File: config.mk
export PLATFORM = sky130hd
export DESIGN_NAME = hpi_top
export DESIGN_NICKNAME = d
export VERILOG_FILES = /design/src/rtl/hpi_pkg.sv /design/src/rtl/hpi_top.sv
export SDC_FILE = /design/constraint.sdc
export NUM_CORES = 1
export LEC_CHECK = 0
export ABC_AREA = 1
export BUFFER_PORTS_ARGS = -buffer_cell sky130_fd_sc_hd__buf_4
export CAP_MARGIN = 25
export CORE_UTILIZATION = 50
export DETAILED_ROUTE_END_ITERATION = 8
export MAX_ROUTING_LAYER = met4
export PLACE_DENSITY_LB_ADDON = 0.05
export SYNTH_ARGS = -nofsm -noshare
export SYNTH_HDL_FRONTEND = slang
export SYNTH_SLANG_ARGS = --single-unit
File: constraint.sdc
create_clock -name clk -period 3.1 [get_ports clk]
set_clock_uncertainty 0.2 [all_clocks]
set_input_delay 0.31 -clock clk [delete_from_list [all_inputs] [get_ports clk]]
set_output_delay 0.31 -clock clk [all_outputs]
set_load 0.02 [all_outputs]
File: src/rtl/hpi_pkg.sv
////////////////////////////////////////////////////////////////////////////
// shared widths, pin vector layout and drive patterns for the host port
package hpi_pkg;
  localparam int HD_W = 16;          // host data lines
  localparam int BYTE_W = 8;         // one byte lane
  localparam int ADDR_W = 4;         // host register select lines
  localparam int REG_N = 16;         // host readable registers
  localparam int FIFO_W = ADDR_W + HD_W; // one write entry: addr and data
  localparam int FIFO_D = 4;         // write buffer depth
  localparam int RSV_W = 4;          // dedicated pins reserved in host mode

  // layout of the synchronised pin vector
  localparam int IX_DATA = 0;
  localparam int IX_ADDR = 16;
  localparam int IX_SEL_A = 20;
  localparam int IX_SEL_B = 21;
  localparam int IX_DIR = 22;
  localparam int IX_RD = 23;
  localparam int IX_DS = 24;
  localparam int IX_WR = 25;
  localparam int IX_ACK = 26;
  localparam int IX_SPOL = 27;
  localparam int IX_DUAL = 28;
  localparam int IX_NARROW = 29;
  localparam int IX_EXTBR = 30;
  localparam int IX_RSV = 31;
  localparam int SYNC_W = 35;

  // data line enables for full and narrow reads
  localparam logic [HD_W-1:0] OE_FULL = 16'hffff;
  localparam logic [HD_W-1:0] OE_NARROW = 16'h00ff;
  localparam logic [HD_W-1:0] OE_NONE = 16'h0000;
  localparam logic [HD_W-1:0] HD_ZERO = 16'h0000;
  localparam logic [BYTE_W-1:0] BYTE_ZERO = 8'h00;
  localparam logic [RSV_W-1:0] RSV_ZERO = 4'h0;
  localparam logic [SYNC_W-1:0] SYNC_ZERO = 35'h0_0000_0000;
endpackage

File: src/rtl/hpi_top.sv
// Summary of operation
// sixteen shared lines driven only during reads
// four select lines pick the internal register
// select is either chip select input active
// single strobe: direction line picks read/write
// dual strobe: separate read and write strobes
// strobe active level is configurable
// strobe polarity input decides strobe level
// dual strobe input chooses strobe scheme
// width input selects 8-bit or 16-bit path
// single request pin with acknowledge, polarity set
// dual mode drives transmit and receive requests
// request pins driven or open drain
// driving agent supplies valid bus data
// top three bits only in full width
// dedicated pins unused while host port enabled
// parity plus low byte holds odd ones
// external master raises second bus request
// host mode keeps lower half 32 bits
// write on strobe trailing edge when selected

////////////////////////////////////////////////////////////////////////////
// shift register fifo: head entry always sits in slot zero
module hpi_fifo #(
  parameter int W = 8,
  parameter int D = 4
) (
  input wire logic clk,
  input wire logic srst,
  input wire logic in_valid,
  output logic in_ready,
  input wire logic [W-1:0] in_data,
  output logic out_valid,
  input wire logic out_ready,
  output logic [W-1:0] out_data
);
  localparam int CW = $clog2(D + 1);
  localparam logic [CW-1:0] CNT_FULL = CW'(D);
  localparam logic [CW-1:0] CNT_ONE = CW'(1);
  localparam logic [CW-1:0] CNT_ZERO = CW'(0);

  logic [W-1:0] mem_q [D];   // storage, slot zero is the head
  logic [CW-1:0] cnt_q;      // entries held
  logic [CW-1:0] cnt_d;
  logic valid_q;             // registered not-empty
  logic ready_q;             // registered not-full
  logic push;
  logic pop;

  assign push = in_valid && ready_q;
  assign pop = valid_q && out_ready;
  assign in_ready = ready_q;
  assign out_valid = valid_q;
  assign out_data = mem_q[0];

  // occupancy next value
  always_comb begin
    cnt_d = cnt_q;
    if (push && !pop) begin
      cnt_d = cnt_q + CNT_ONE;
    end else if (pop && !push) begin
      cnt_d = cnt_q - CNT_ONE;
    end
  end

  // flags kept as flops so both sides see clean levels
  always_ff @(posedge clk) begin
    if (srst) begin
      cnt_q <= CNT_ZERO;
      valid_q <= 1'b0;
      ready_q <= 1'b0;
    end else begin
      cnt_q <= cnt_d;
      valid_q <= (cnt_d != CNT_ZERO);
      ready_q <= (cnt_d != CNT_FULL);
    end
  end

  // per slot: shift down on pop, fill the first free slot on push
  for (genvar i = 0; i < D; i++) begin : g_slot
    logic [W-1:0] above;
    if (i < D - 1) begin : g_mid
      assign above = mem_q[i+1];
    end else begin : g_last
      assign above = mem_q[i];
    end
    always_ff @(posedge clk) begin
      if (srst) begin
        mem_q[i] <= '0;
      end else if (pop) begin
        // simultaneous push lands one slot lower
        if (push && (CW'(i) == cnt_q - CNT_ONE)) begin
          mem_q[i] <= in_data;
        end else begin
          mem_q[i] <= above;
        end
      end else if (push && (CW'(i) == cnt_q)) begin
        mem_q[i] <= in_data;
      end
    end
  end
endmodule

////////////////////////////////////////////////////////////////////////////
// host port pin logic inside the device
module hpi_top (
  input wire logic clk,
  input wire logic srst,
  // device configuration
  input wire logic host_port_en,
  input wire logic full_width_mode,
  input wire logic req_polarity_select,
  input wire logic dual_request_select,
  input wire logic request_open_drain,
  // host pins
  input wire logic [hpi_pkg::HD_W-1:0] host_data_lines_i,
  output logic [hpi_pkg::HD_W-1:0] host_data_lines_o,
  output logic [hpi_pkg::HD_W-1:0] host_data_lines_oe,
  input wire logic [hpi_pkg::ADDR_W-1:0] host_register_select,
  input wire logic host_select_a,
  input wire logic host_select_b,
  input wire logic host_direction,
  input wire logic host_read_strobe,
  input wire logic host_single_strobe,
  input wire logic host_write_strobe,
  input wire logic host_acknowledge_in,
  input wire logic strobe_polarity_select,
  input wire logic dual_strobe_select,
  input wire logic narrow_width_select,
  output logic host_service_request_o,
  output logic host_service_request_oe,
  output logic host_transmit_request_o,
  output logic host_transmit_request_oe,
  output logic host_receive_request_o,
  output logic host_receive_request_oe,
  // core side
  input wire logic core_reg_we,
  input wire logic [hpi_pkg::ADDR_W-1:0] core_reg_addr,
  input wire logic [hpi_pkg::HD_W-1:0] core_reg_data,
  input wire logic core_rx_pending,
  output logic host_wr_valid,
  input wire logic host_wr_ready,
  output logic [hpi_pkg::ADDR_W-1:0] host_wr_addr,
  output logic [hpi_pkg::HD_W-1:0] host_wr_data,
  output logic host_rd_done,
  output logic [hpi_pkg::ADDR_W-1:0] host_rd_addr,
  output logic write_overrun,
  // system bus side
  input wire logic sys_drive,
  input wire logic [hpi_pkg::BYTE_W-1:0] sys_data_low_byte,
  output logic sys_low_oe,
  output logic sys_mid_oe,
  output logic sys_top_oe,
  output logic byte_lane_parity_low_o,
  output logic byte_lane_parity_low_oe,
  input wire logic external_request_two,
  output logic ext_request_two_seen,
  input wire logic [hpi_pkg::RSV_W-1:0] reserved_pins,
  output logic [hpi_pkg::RSV_W-1:0] reserved_pins_core
);
  ////////////////////////////////////////////////////////////////////////
  // pin synchroniser and agreement filter
  logic [hpi_pkg::SYNC_W-1:0] pin_vec;   // raw pins, packed
  logic [hpi_pkg::SYNC_W-1:0] s1_q;      // first stage, read by s2 only
  logic [hpi_pkg::SYNC_W-1:0] s2_q;
  logic [hpi_pkg::SYNC_W-1:0] s3_q;
  logic [hpi_pkg::SYNC_W-1:0] flt_q;     // accepted pin levels

  assign pin_vec = {reserved_pins, external_request_two,
                    narrow_width_select, dual_strobe_select,
                    strobe_polarity_select, host_acknowledge_in,
                    host_write_strobe, host_single_strobe,
                    host_read_strobe, host_direction, host_select_b,
                    host_select_a, host_register_select,
                    host_data_lines_i};

  // three stages; a bit moves only when stages two and three agree
  always_ff @(posedge clk) begin
    if (srst) begin
      s1_q <= hpi_pkg::SYNC_ZERO;
      s2_q <= hpi_pkg::SYNC_ZERO;
      s3_q <= hpi_pkg::SYNC_ZERO;
      flt_q <= hpi_pkg::SYNC_ZERO;
    end else begin
      s1_q <= pin_vec;
      s2_q <= s1_q;
      s3_q <= s2_q;
      flt_q <= (s2_q & s3_q) | (flt_q & (s2_q ^ s3_q));
    end
  end

  ////////////////////////////////////////////////////////////////////////
  // strobe decode
  logic spol;        // 1: strobes active high
  logic dual;        // separate read and write strobes
  logic narrow;      // 8-bit data path
  logic sel;         // effective chip select
  logic rd_act;      // read strobe active and enabled
  logic wr_act;      // write strobe active and enabled
  logic ds_on;
  logic [hpi_pkg::ADDR_W-1:0] addr;
  logic [hpi_pkg::HD_W-1:0] din;

  assign spol = flt_q[hpi_pkg::IX_SPOL];
  assign dual = flt_q[hpi_pkg::IX_DUAL];
  assign narrow = flt_q[hpi_pkg::IX_NARROW];
  assign sel = flt_q[hpi_pkg::IX_SEL_A] | flt_q[hpi_pkg::IX_SEL_B];
  assign addr = flt_q[hpi_pkg::IX_ADDR +: hpi_pkg::ADDR_W];
  assign din = flt_q[hpi_pkg::IX_DATA +: hpi_pkg::HD_W];
  assign ds_on = ~(flt_q[hpi_pkg::IX_DS] ^ spol);

  // pick strobe scheme; all strobes dead while the port is off
  always_comb begin
    rd_act = 1'b0;
    wr_act = 1'b0;
    if (!host_port_en) begin
      rd_act = 1'b0;
    end else if (dual) begin
      rd_act = ~(flt_q[hpi_pkg::IX_RD] ^ spol);
      wr_act = ~(flt_q[hpi_pkg::IX_WR] ^ spol);
    end else begin
      rd_act = ds_on & flt_q[hpi_pkg::IX_DIR];
      wr_act = ds_on & ~flt_q[hpi_pkg::IX_DIR];
    end
  end

  ////////////////////////////////////////////////////////////////////////
  // write capture: latch while active, commit at trailing edge
  logic rd_act_q;
  logic wr_act_q;
  logic sel_q;
  logic [hpi_pkg::ADDR_W-1:0] wr_addr_q;
  logic [hpi_pkg::HD_W-1:0] wr_data_q;
  logic push;
  logic fifo_ready;
  logic [hpi_pkg::FIFO_W-1:0] fifo_out;

  // strobe history for edge detection
  always_ff @(posedge clk) begin
    if (srst) begin
      rd_act_q <= 1'b0;
      wr_act_q <= 1'b0;
      sel_q <= 1'b0;
    end else begin
      rd_act_q <= rd_act;
      wr_act_q <= wr_act;
      sel_q <= sel;
    end
  end

  // data keeps following the lines while the strobe is active, so the
  // value in hand at the trailing edge is the last settled one
  always_ff @(posedge clk) begin
    if (srst) begin
      wr_addr_q <= '0;
      wr_data_q <= hpi_pkg::HD_ZERO;
    end else if (wr_act && sel) begin
      wr_addr_q <= addr;
      if (narrow) begin
        wr_data_q <= {hpi_pkg::BYTE_ZERO,
                      din[hpi_pkg::BYTE_W-1:0]};
      end else begin
        wr_data_q <= din;
      end
    end
  end

  assign push = wr_act_q && !wr_act && sel_q;

  // full buffer drops the write; flagged so software can see it
  always_ff @(posedge clk) begin
    if (srst) begin
      write_overrun <= 1'b0;
    end else if (push && !fifo_ready) begin
      write_overrun <= 1'b1;
    end
  end

  hpi_fifo #(
    .W(hpi_pkg::FIFO_W),
    .D(hpi_pkg::FIFO_D)
  ) u_wr_fifo (
    .clk(clk),
    .srst(srst),
    .in_valid(push),
    .in_ready(fifo_ready),
    .in_data({wr_addr_q, wr_data_q}),
    .out_valid(host_wr_valid),
    .out_ready(host_wr_ready),
    .out_data(fifo_out)
  );

  assign host_wr_addr = fifo_out[hpi_pkg::FIFO_W-1:hpi_pkg::HD_W];
  assign host_wr_data = fifo_out[hpi_pkg::HD_W-1:0];

  ////////////////////////////////////////////////////////////////////////
  // read side: core loads registers, host reads them
  logic [hpi_pkg::HD_W-1:0] regs_q [hpi_pkg::REG_N];

  // core write port into the host readable registers
  always_ff @(posedge clk) begin
    if (srst) begin
      for (int i = 0; i < hpi_pkg::REG_N; i++) begin
        regs_q[i] <= hpi_pkg::HD_ZERO;
      end
    end else if (core_reg_we) begin
      regs_q[core_reg_addr] <= core_reg_data;
    end
  end

  // lines driven only for a selected read; narrow drives low lane only
  always_ff @(posedge clk) begin
    if (srst) begin
      host_data_lines_o <= hpi_pkg::HD_ZERO;
      host_data_lines_oe <= hpi_pkg::OE_NONE;
    end else if (rd_act && sel) begin
      host_data_lines_o <= regs_q[addr];
      host_data_lines_oe <= narrow ? hpi_pkg::OE_NARROW :
                                     hpi_pkg::OE_FULL;
    end else begin
      host_data_lines_o <= hpi_pkg::HD_ZERO;
      host_data_lines_oe <= hpi_pkg::OE_NONE;
    end
  end

  // one pulse at the end of each selected read
  always_ff @(posedge clk) begin
    if (srst) begin
      host_rd_done <= 1'b0;
      host_rd_addr <= '0;
    end else begin
      host_rd_done <= rd_act_q && !rd_act && sel_q;
      if (rd_act && sel) begin
        host_rd_addr <= addr;
      end
    end
  end

  ////////////////////////////////////////////////////////////////////////
  // request pins
  logic ack_act;     // acknowledge at its configured level
  logic tx_want;     // room in the write buffer
  logic single_want;

  assign ack_act = ~(flt_q[hpi_pkg::IX_ACK] ^ req_polarity_select);
  assign tx_want = fifo_ready;
  // acknowledge holds the single request off while the host answers
  assign single_want = (tx_want | core_rx_pending) & ~ack_act;

  // level to {output, enable}; open drain only ever pulls low
  function automatic logic [1:0] pin_drive(input logic want,
                                           input logic on);
    logic lvl;
    lvl = ~(want ^ req_polarity_select);
    if (!on) begin
      pin_drive = 2'b00;
    end else if (request_open_drain) begin
      pin_drive = {1'b0, ~lvl};
    end else begin
      pin_drive = {lvl, 1'b1};
    end
  endfunction

  // one scheme active at a time; the other pins float
  always_ff @(posedge clk) begin
    if (srst) begin
      {host_service_request_o, host_service_request_oe} <= 2'b00;
      {host_transmit_request_o, host_transmit_request_oe} <= 2'b00;
      {host_receive_request_o, host_receive_request_oe} <= 2'b00;
    end else begin
      {host_service_request_o, host_service_request_oe} <=
        pin_drive(single_want, host_port_en && !dual_request_select);
      {host_transmit_request_o, host_transmit_request_oe} <=
        pin_drive(tx_want, host_port_en && dual_request_select);
      {host_receive_request_o, host_receive_request_oe} <=
        pin_drive(core_rx_pending,
                  host_port_en && dual_request_select);
    end
  end

  ////////////////////////////////////////////////////////////////////////
  // system bus lane enables, parity and shared pins
  // lanes driven only when this device owns the bus transfer
  always_ff @(posedge clk) begin
    if (srst) begin
      sys_low_oe <= 1'b0;
      sys_mid_oe <= 1'b0;
      sys_top_oe <= 1'b0;
    end else begin
      sys_low_oe <= sys_drive;
      sys_mid_oe <= sys_drive && !host_port_en;
      sys_top_oe <= sys_drive && full_width_mode && !host_port_en;
    end
  end

  // odd parity over the low byte lane, with the lane's driver
  always_ff @(posedge clk) begin
    if (srst) begin
      byte_lane_parity_low_o <= 1'b0;
      byte_lane_parity_low_oe <= 1'b0;
    end else begin
      byte_lane_parity_low_o <= ~(^sys_data_low_byte);
      byte_lane_parity_low_oe <= sys_drive;
    end
  end

  // request from the second external master goes to the arbiter;
  // dedicated pins are masked off while the host port owns them
  always_ff @(posedge clk) begin
    if (srst) begin
      ext_request_two_seen <= 1'b0;
      reserved_pins_core <= hpi_pkg::RSV_ZERO;
    end else begin
      ext_request_two_seen <= flt_q[hpi_pkg::IX_EXTBR];
      reserved_pins_core <= host_port_en ? hpi_pkg::RSV_ZERO :
        flt_q[hpi_pkg::IX_RSV +: hpi_pkg::RSV_W];
    end
  end
endmodule
==> results of run 1 <==
kinds of logic after synthesis:
group                      count (synthesis)  share of synthesized area (%)
adders and majority gates                 42                           2.38
buffers and inverters                    401                           7.68
DFF                                      543                           64.5
muxes                                     48                           2.18
AOI/OAI and AO/OA                        371                           9.30
and+or+nand+nor                          757                           13.7
xor gates and xnor gates                   8                          0.317
area by class of cell:
cell class	instances	share of cell area, %
clock buffers	82	6.31
clock inverters	22	0.520
inverters	264	3.81
multi-input cells	1226	23.5
flip-flops and latches	543	54.3
well taps	585	2.79
repair buffers	272	8.76
report_power, final:
group / internal (mW) / leakage [nW] / total, mW / switching (mW)
registers: 8.10 / 4.97 / 8.24 / 0.143
clock network: 3.76 / 0.887 / 6.46 / 2.70
logic: 0.420 / 4.87 / 1.16 / 0.740
total: 12.3 / 10.7 / 15.9 / 3.58
final timing paths:
path	from	end	slack, ps
worst max register to register	u_wr_fifo.cnt_q[0]$_SDFF_PP0_	u_wr_fifo.mem_q[0][16]$_DFFE_PP_	650
worst min register to register	s1_q[32]$_SDFF_PP0_	s2_q[32]$_SDFF_PP0_	200
worst max-delay path	sys_data_low_byte[2]	byte_lane_parity_low_o$_SDFF_PP0_	380
worst min-delay path	core_reg_addr[2]	regs_q[10][11]$_SDFFCE_PN0P_	100
per-layer routing:
layer	vias to the layer above	routed length [um]	track usage [%]	part of all wire [%]
li1	7489	-	-	-
met1	7020	23100	32.9	47
met2	408	21800	33.7	45
met3	59	3220	3.80	6.6
met4	0	722	4.90	1.5
met5	-	0	-	0
per-stage QoR:
step	power, mW	cells	hold slack (ps)	setup WS [ps]
global route	16.5	2994	78.5	284
detailed placement	9.47	2817	194	644
global placement	9.44	2817	193	793
floorplan	9.04	2170	188	876
CTS	16.0	2993	56.0	432
finish	15.9	2994	104	378
worst max-delay path, stage by stage:
cell and delay (ps):
dlygate4sd3_1 540, buf_4 130, xnor2_1 110, dlygate4sd3_1 580
xnor2_1 170, dlygate4sd3_1 570, a21oi_1 50, dlygate4sd3_1 550
registers in the layout (all words and copies together) (netlist names), 2 cells and up:
name,cells
s3_q,35
flt_q,35
u_wr_fifo.mem_q,80
u_wr_fifo.cnt_q,3
wr_data_q,16
host_rd_addr,4
s2_q,35
host_data_lines_o,16
wr_addr_q,4
regs_q,256
s1_q,35
host_data_lines_oe,2
reserved_pins_core,4
cells in the final DEF (no fill, tap or decap), types with 32 or more instances in the layout:
cell type        n
nor2_1         437
edfxtp_1       336
nand2_1        265
inv_1          256
dfxtp_1        204
buf_4          194
a21oi_1        152
o21ai_0        118
dlygate4sd3_1   72
clkbuf_16       59
mux2i_1         48
ha_1            42
o211ai_1        32
what timing repair did:
| item | 4_1_cts | 5_1_grt |
|---|---|---|
| buffers inserted | 0 | 0 |
| endpoints found under the hold margin | 87 | 0 |
| hold buffers | 72 | 0 |
==> flow_metrics.tcl, run 1 <==
set metrics [dict create \
    outcome "finished, final reports clean" \
    nFillCells 3673 \
    n_antenna_cell 0 \
    hold_violations 0 \
    synthCells 2170 \
    syn_area_mm2 0.0221 \
    tns_ps 0 \
    grt_pass1_vias 14100 \
    die_y_um 212 \
    worstPathRequired_ps 3390 \
    start_kind "input pin" \
    grt_util_all_layers_pct 22.7 \
    syn_to_final_growth_pct 18.7 \
    synth_most_common_cell "nor2_1" \
    yosysTopAreaCell "edfxtp_1" \
    worst_pin_slew_ps 879 \
    die_width_um 212 \
    grt_max_degree 104 \
    synthTopCellsByCount "437 x nor2_1, 336 x edfxtp_1, 265 x nand2_1" \
    drt-total-wl_um 48900 \
    via_per_inst 5.00 \
    period_needed_ps 2720 \
    fin_util_pct 60.4 \
    vias 15000 \
    grt_overflow_total 0 \
    drt_pre_antenna_iters 5 \
    max_freq_mhz 367 \
    synth_cell_types 42 \
    syn_nets 2286 \
    crit_type "in -> reg" \
    rr_worst_depth 8 \
    synthTopCellsByArea "edfxtp_1 46%, dfxtp_1 19%, nor2_1 7.4%, nand2_1 4.5%, inv_1 4.4%" \
    ys_seq_area_share_pct 64.5 \
    hold_class "in -> reg" \
    multi_input_area_mm2 0.00615 \
    min_path_cells 4 \
    clock_path_buffers 3 \
    cts_max_level 2 \
    dpl_cell_area_mm2 0.0237 \
    io_buffers 148 \
    postLayoutCellArea_mm2 0.0262 \
    period_share_pct 87.8 \
    finalMaxSlewViolations 0 \
    cp-end-kind "flop" \
    slew_headroom_pct 41.3 \
    clk_pin_slew_worst_paths_ps 60 \
    start_util_pct 50.9 \
    drive_gt1_share_pct 13.8 \
    async_flop_share_pct 0 \
    grt_antenna_before_repair 0 \
    clk-insertion-delay-late_ps 600 \
    synth_edf_count 336 \
    dp_hpwl_um 31500 \
    synth-main-ff-cell "edfxtp_1" \
    critPathArrivalTime_ps 3010 \
    root_buffer "clkbuf_16" \
    cts_buffers 56 \
    cts_resized 0 \
    drc 0 \
    seq_area_mm2 0.0142 \
    cts_tree "built" \
    layout.nets 2479 \
    ir_drop_v 0.000432 \
    ant_nets 0 \
    drt-wirelength-per-cell_um 16.3 \
    grt_pass1_wl_um 76900 \
    ys_ff_latch 543 \
    rsz0062_at_grt "false" \
    syn_area_per_cell_um2 10.2 \
    worstPathMaxFanout 2 \
    drv_cap 0 \
    dieArea_mm2 0.0450 \
    power_leakage_nw 10.7 \
    core_mm2 0.0434 \
    yosysWarningCount 0 \
    setup_viol 0 \
    cts_sinks 543 \
    synth_top_area_share_pct 45.7 \
    p_per_area_mw_per_mm2 605 \
    drt_iter0_markers 1095 \
    place_congestion 0.810 \
    placementRows 76 \
    io_pins 149 \
]
(Power assumes the default switching activity.)
==> run 2, diff against run 1 <==
--- a/config.mk
+++ b/config.mk
@@ -8,6 +8,7 @@
 export ABC_AREA = 1
 export BUFFER_PORTS_ARGS = -buffer_cell sky130_fd_sc_hd__buf_4
 export CAP_MARGIN = 25
+export CORE_MARGIN = 2
 export CORE_UTILIZATION = 50
 export DETAILED_ROUTE_END_ITERATION = 8
 export MAX_ROUTING_LAYER = met4
==> run 2 against run 1 <==
Effect of this change:
- combinational power decreased by 4%
- power decreased by 0.21%
- flip-flop and latch count unchanged
- via count decreased by 1.6%
- register-to-register slack about the same
- cell count decreased by 0.73%
- global-route usage decreased by 0.58 points
- sequential power about the same
- sequential share of layout area increased by 0.61 points
- worst setup slack got worse by 250 ps
- clock power about the same
==> flow_metrics.tcl, run 2 (synthesis gave the netlist of run 1 again) <==
set metrics [dict create \
    placedCellCount 2815 \
    cts_sinks 543 \
    outcome "finished, final reports clean" \
    ir_drop_v 0.000413 \
    drc 0 \
    regMostFlops "regs_q" \
    r2r_slack_ps 660 \
    grt_overflow_total 0 \
    drive_gt1_share_pct 13.7 \
    core_mm2 0.0439 \
    root_buffer "clkbuf_16" \
    postLayoutCellArea_mm2 0.0259 \
    hold_violations 0 \
    die_width_um 214 \
    period_share_pct 95.8 \
    drt-wirelength-per-cell_um 16.4 \
    cp-endpoint "host_service_request_o$_SDFF_PP0_" \
    regToRegStartpoint "u_wr_fifo.cnt_q[0]$_SDFF_PP0_" \
    dp_hpwl_um 31500 \
    r2r_end "u_wr_fifo.mem_q[0][14]$_DFFE_PP_" \
    dieArea_mm2 0.0459 \
    layout.nets 2448 \
    via_per_inst 4.96 \
    drv_cap 0 \
    vias 14700 \
    hold_class "in -> reg" \
    io_buffers 148 \
    crit_start "srst" \
    worst_pin_slew_ps 983 \
    slew_headroom_pct 34.5 \
    cts_buffers 55 \
    mostFrequentLayoutCells "437 x nor2_1, 336 x edfxtp_1, 265 x nand2_1, 256 x inv_1, 204 x dfxtp_1" \
    min_path_cells 3 \
    grt_pass1_vias 14300 \
    clk-insertion-delay-late_ps 620 \
    die_y_um 214 \
    rr_worst_depth 8 \
    drt_pre_antenna_iters 5 \
    drt_iter0_markers 1011 \
    nFillCells 3807 \
    p_per_area_mw_per_mm2 611 \
    clk_pin_slew_worst_paths_ps 60 \
    placementRows 77 \
    cp-end-kind "flop" \
    final_cells 2972 \
    seq_area_mm2 0.0142 \
    power_leakage_nw 10.6 \
    setup_ws_ps 131 \
    ant_nets 0 \
    holdWs_ps 134 \
    final_common_cell "nor2_1" \
    finalMaxSlewViolations 0 \
    setup_viol 0 \
    start_util_pct 50.3 \
    grt_util_all_layers_pct 22.2 \
    rsz0062_at_grt "false" \
    syn_to_final_growth_pct 17.4 \
    max_freq_mhz 337 \
    cts_tree "built" \
    drt-total-wl_um 48800 \
    multi_input_area_mm2 0.00615 \
    dpl_cell_area_mm2 0.0236 \
    top_regs "regs_q (256), u_wr_fifo.mem_q (80)" \
    period_needed_ps 2970 \
    tns_ps 0 \
    cts_max_level 2 \
    grt_antenna_before_repair 1 \
    start_kind "input pin" \
    grt_pass1_wl_um 78100 \
    pre_cts_ws_ps 665 \
    critPathArrivalTime_ps 3270 \
    worstPathMaxFanout 101 \
    largest_reg_flops 256 \
    place_congestion 0.798 \
    grt_max_degree 102 \
    worstPathRequired_ps 3400 \
    crit_type "in -> reg" \
    clock_path_buffers 3 \
    io_pins 149 \
]
[run 2: how the worst min path moves through the flow]
stage | to | slack [ps] | start
2_1_floorplan | host_service_request_o$_SDFF_PP0_ | 190 | request_open_drain
4_1_cts | regs_q[13][13]$_SDFFCE_PN0P_ | 90 | core_reg_data[13]
3_3_place_gp | s2_q[32]$_SDFF_PP0_ | 190 | s1_q[32]$_SDFF_PP0_
3_5_place_dp | s2_q[17]$_SDFF_PP0_ | 190 | s1_q[17]$_SDFF_PP0_
5_1_grt | regs_q[13][13]$_SDFFCE_PN0P_ | 140 | core_reg_data[13]
6_report | regs_q[13][7]$_SDFFCE_PN0P_ | 130 | core_reg_data[7]
[run 2: layout make-up]
class | count | area share (%)
Sequential cell | 543 | 54.9
Multi-Input combinational cell | 1226 | 23.7
Timing Repair Buffer | 242 | 7.67
Clock buffer | 86 | 6.23
Inverter | 264 | 3.85
Tap cell | 592 | 2.86
Clock inverter | 18 | 0.690
Antenna cell | 1 | 0.00966
[run 2: layer usage]
metal / track usage (%) / up-vias / share of wire, %
met1: 31.8 / 6883 / 48
met5: - / - / 0
li1: - / 7417 / -
met2: 32.9 / 365 / 44
met4: 6.48 / 0 / 2.1
met3: 3.23 / 78 / 5.8
[run 2: where the power goes]
group	switching [mW]	internal [mW]
registers	0.144	8.10
logic	0.724	0.390
clock network	2.72	3.75
total	3.59	12.2
[run 2: repair_timing]
item,CTS,global route
endpoints found under the hold margin,61,0
endpoints found under the setup margin,0,0
buffers inserted,0,0
hold buffers,52,0
resized for setup,0,0
[run 2: worst max-delay path, stage by stage]
cell and delay [ps]:
dlygate4sd3_1 570, buf_6 170, buf_4 740, nor3_1 100, dlygate4sd3_1 610, inv_1 90, nor3_1 50, dlygate4sd3_1 560
[run 2: through the flow]
step / power [mW] / util (%)
finish: 15.8 / 59.0
global route: 16.5 / 59.0
CTS: 16.0 / 59.0
detailed placement: 9.45 / 53.7
global placement: 9.43 / 53.7
floorplan: 9.04 / -
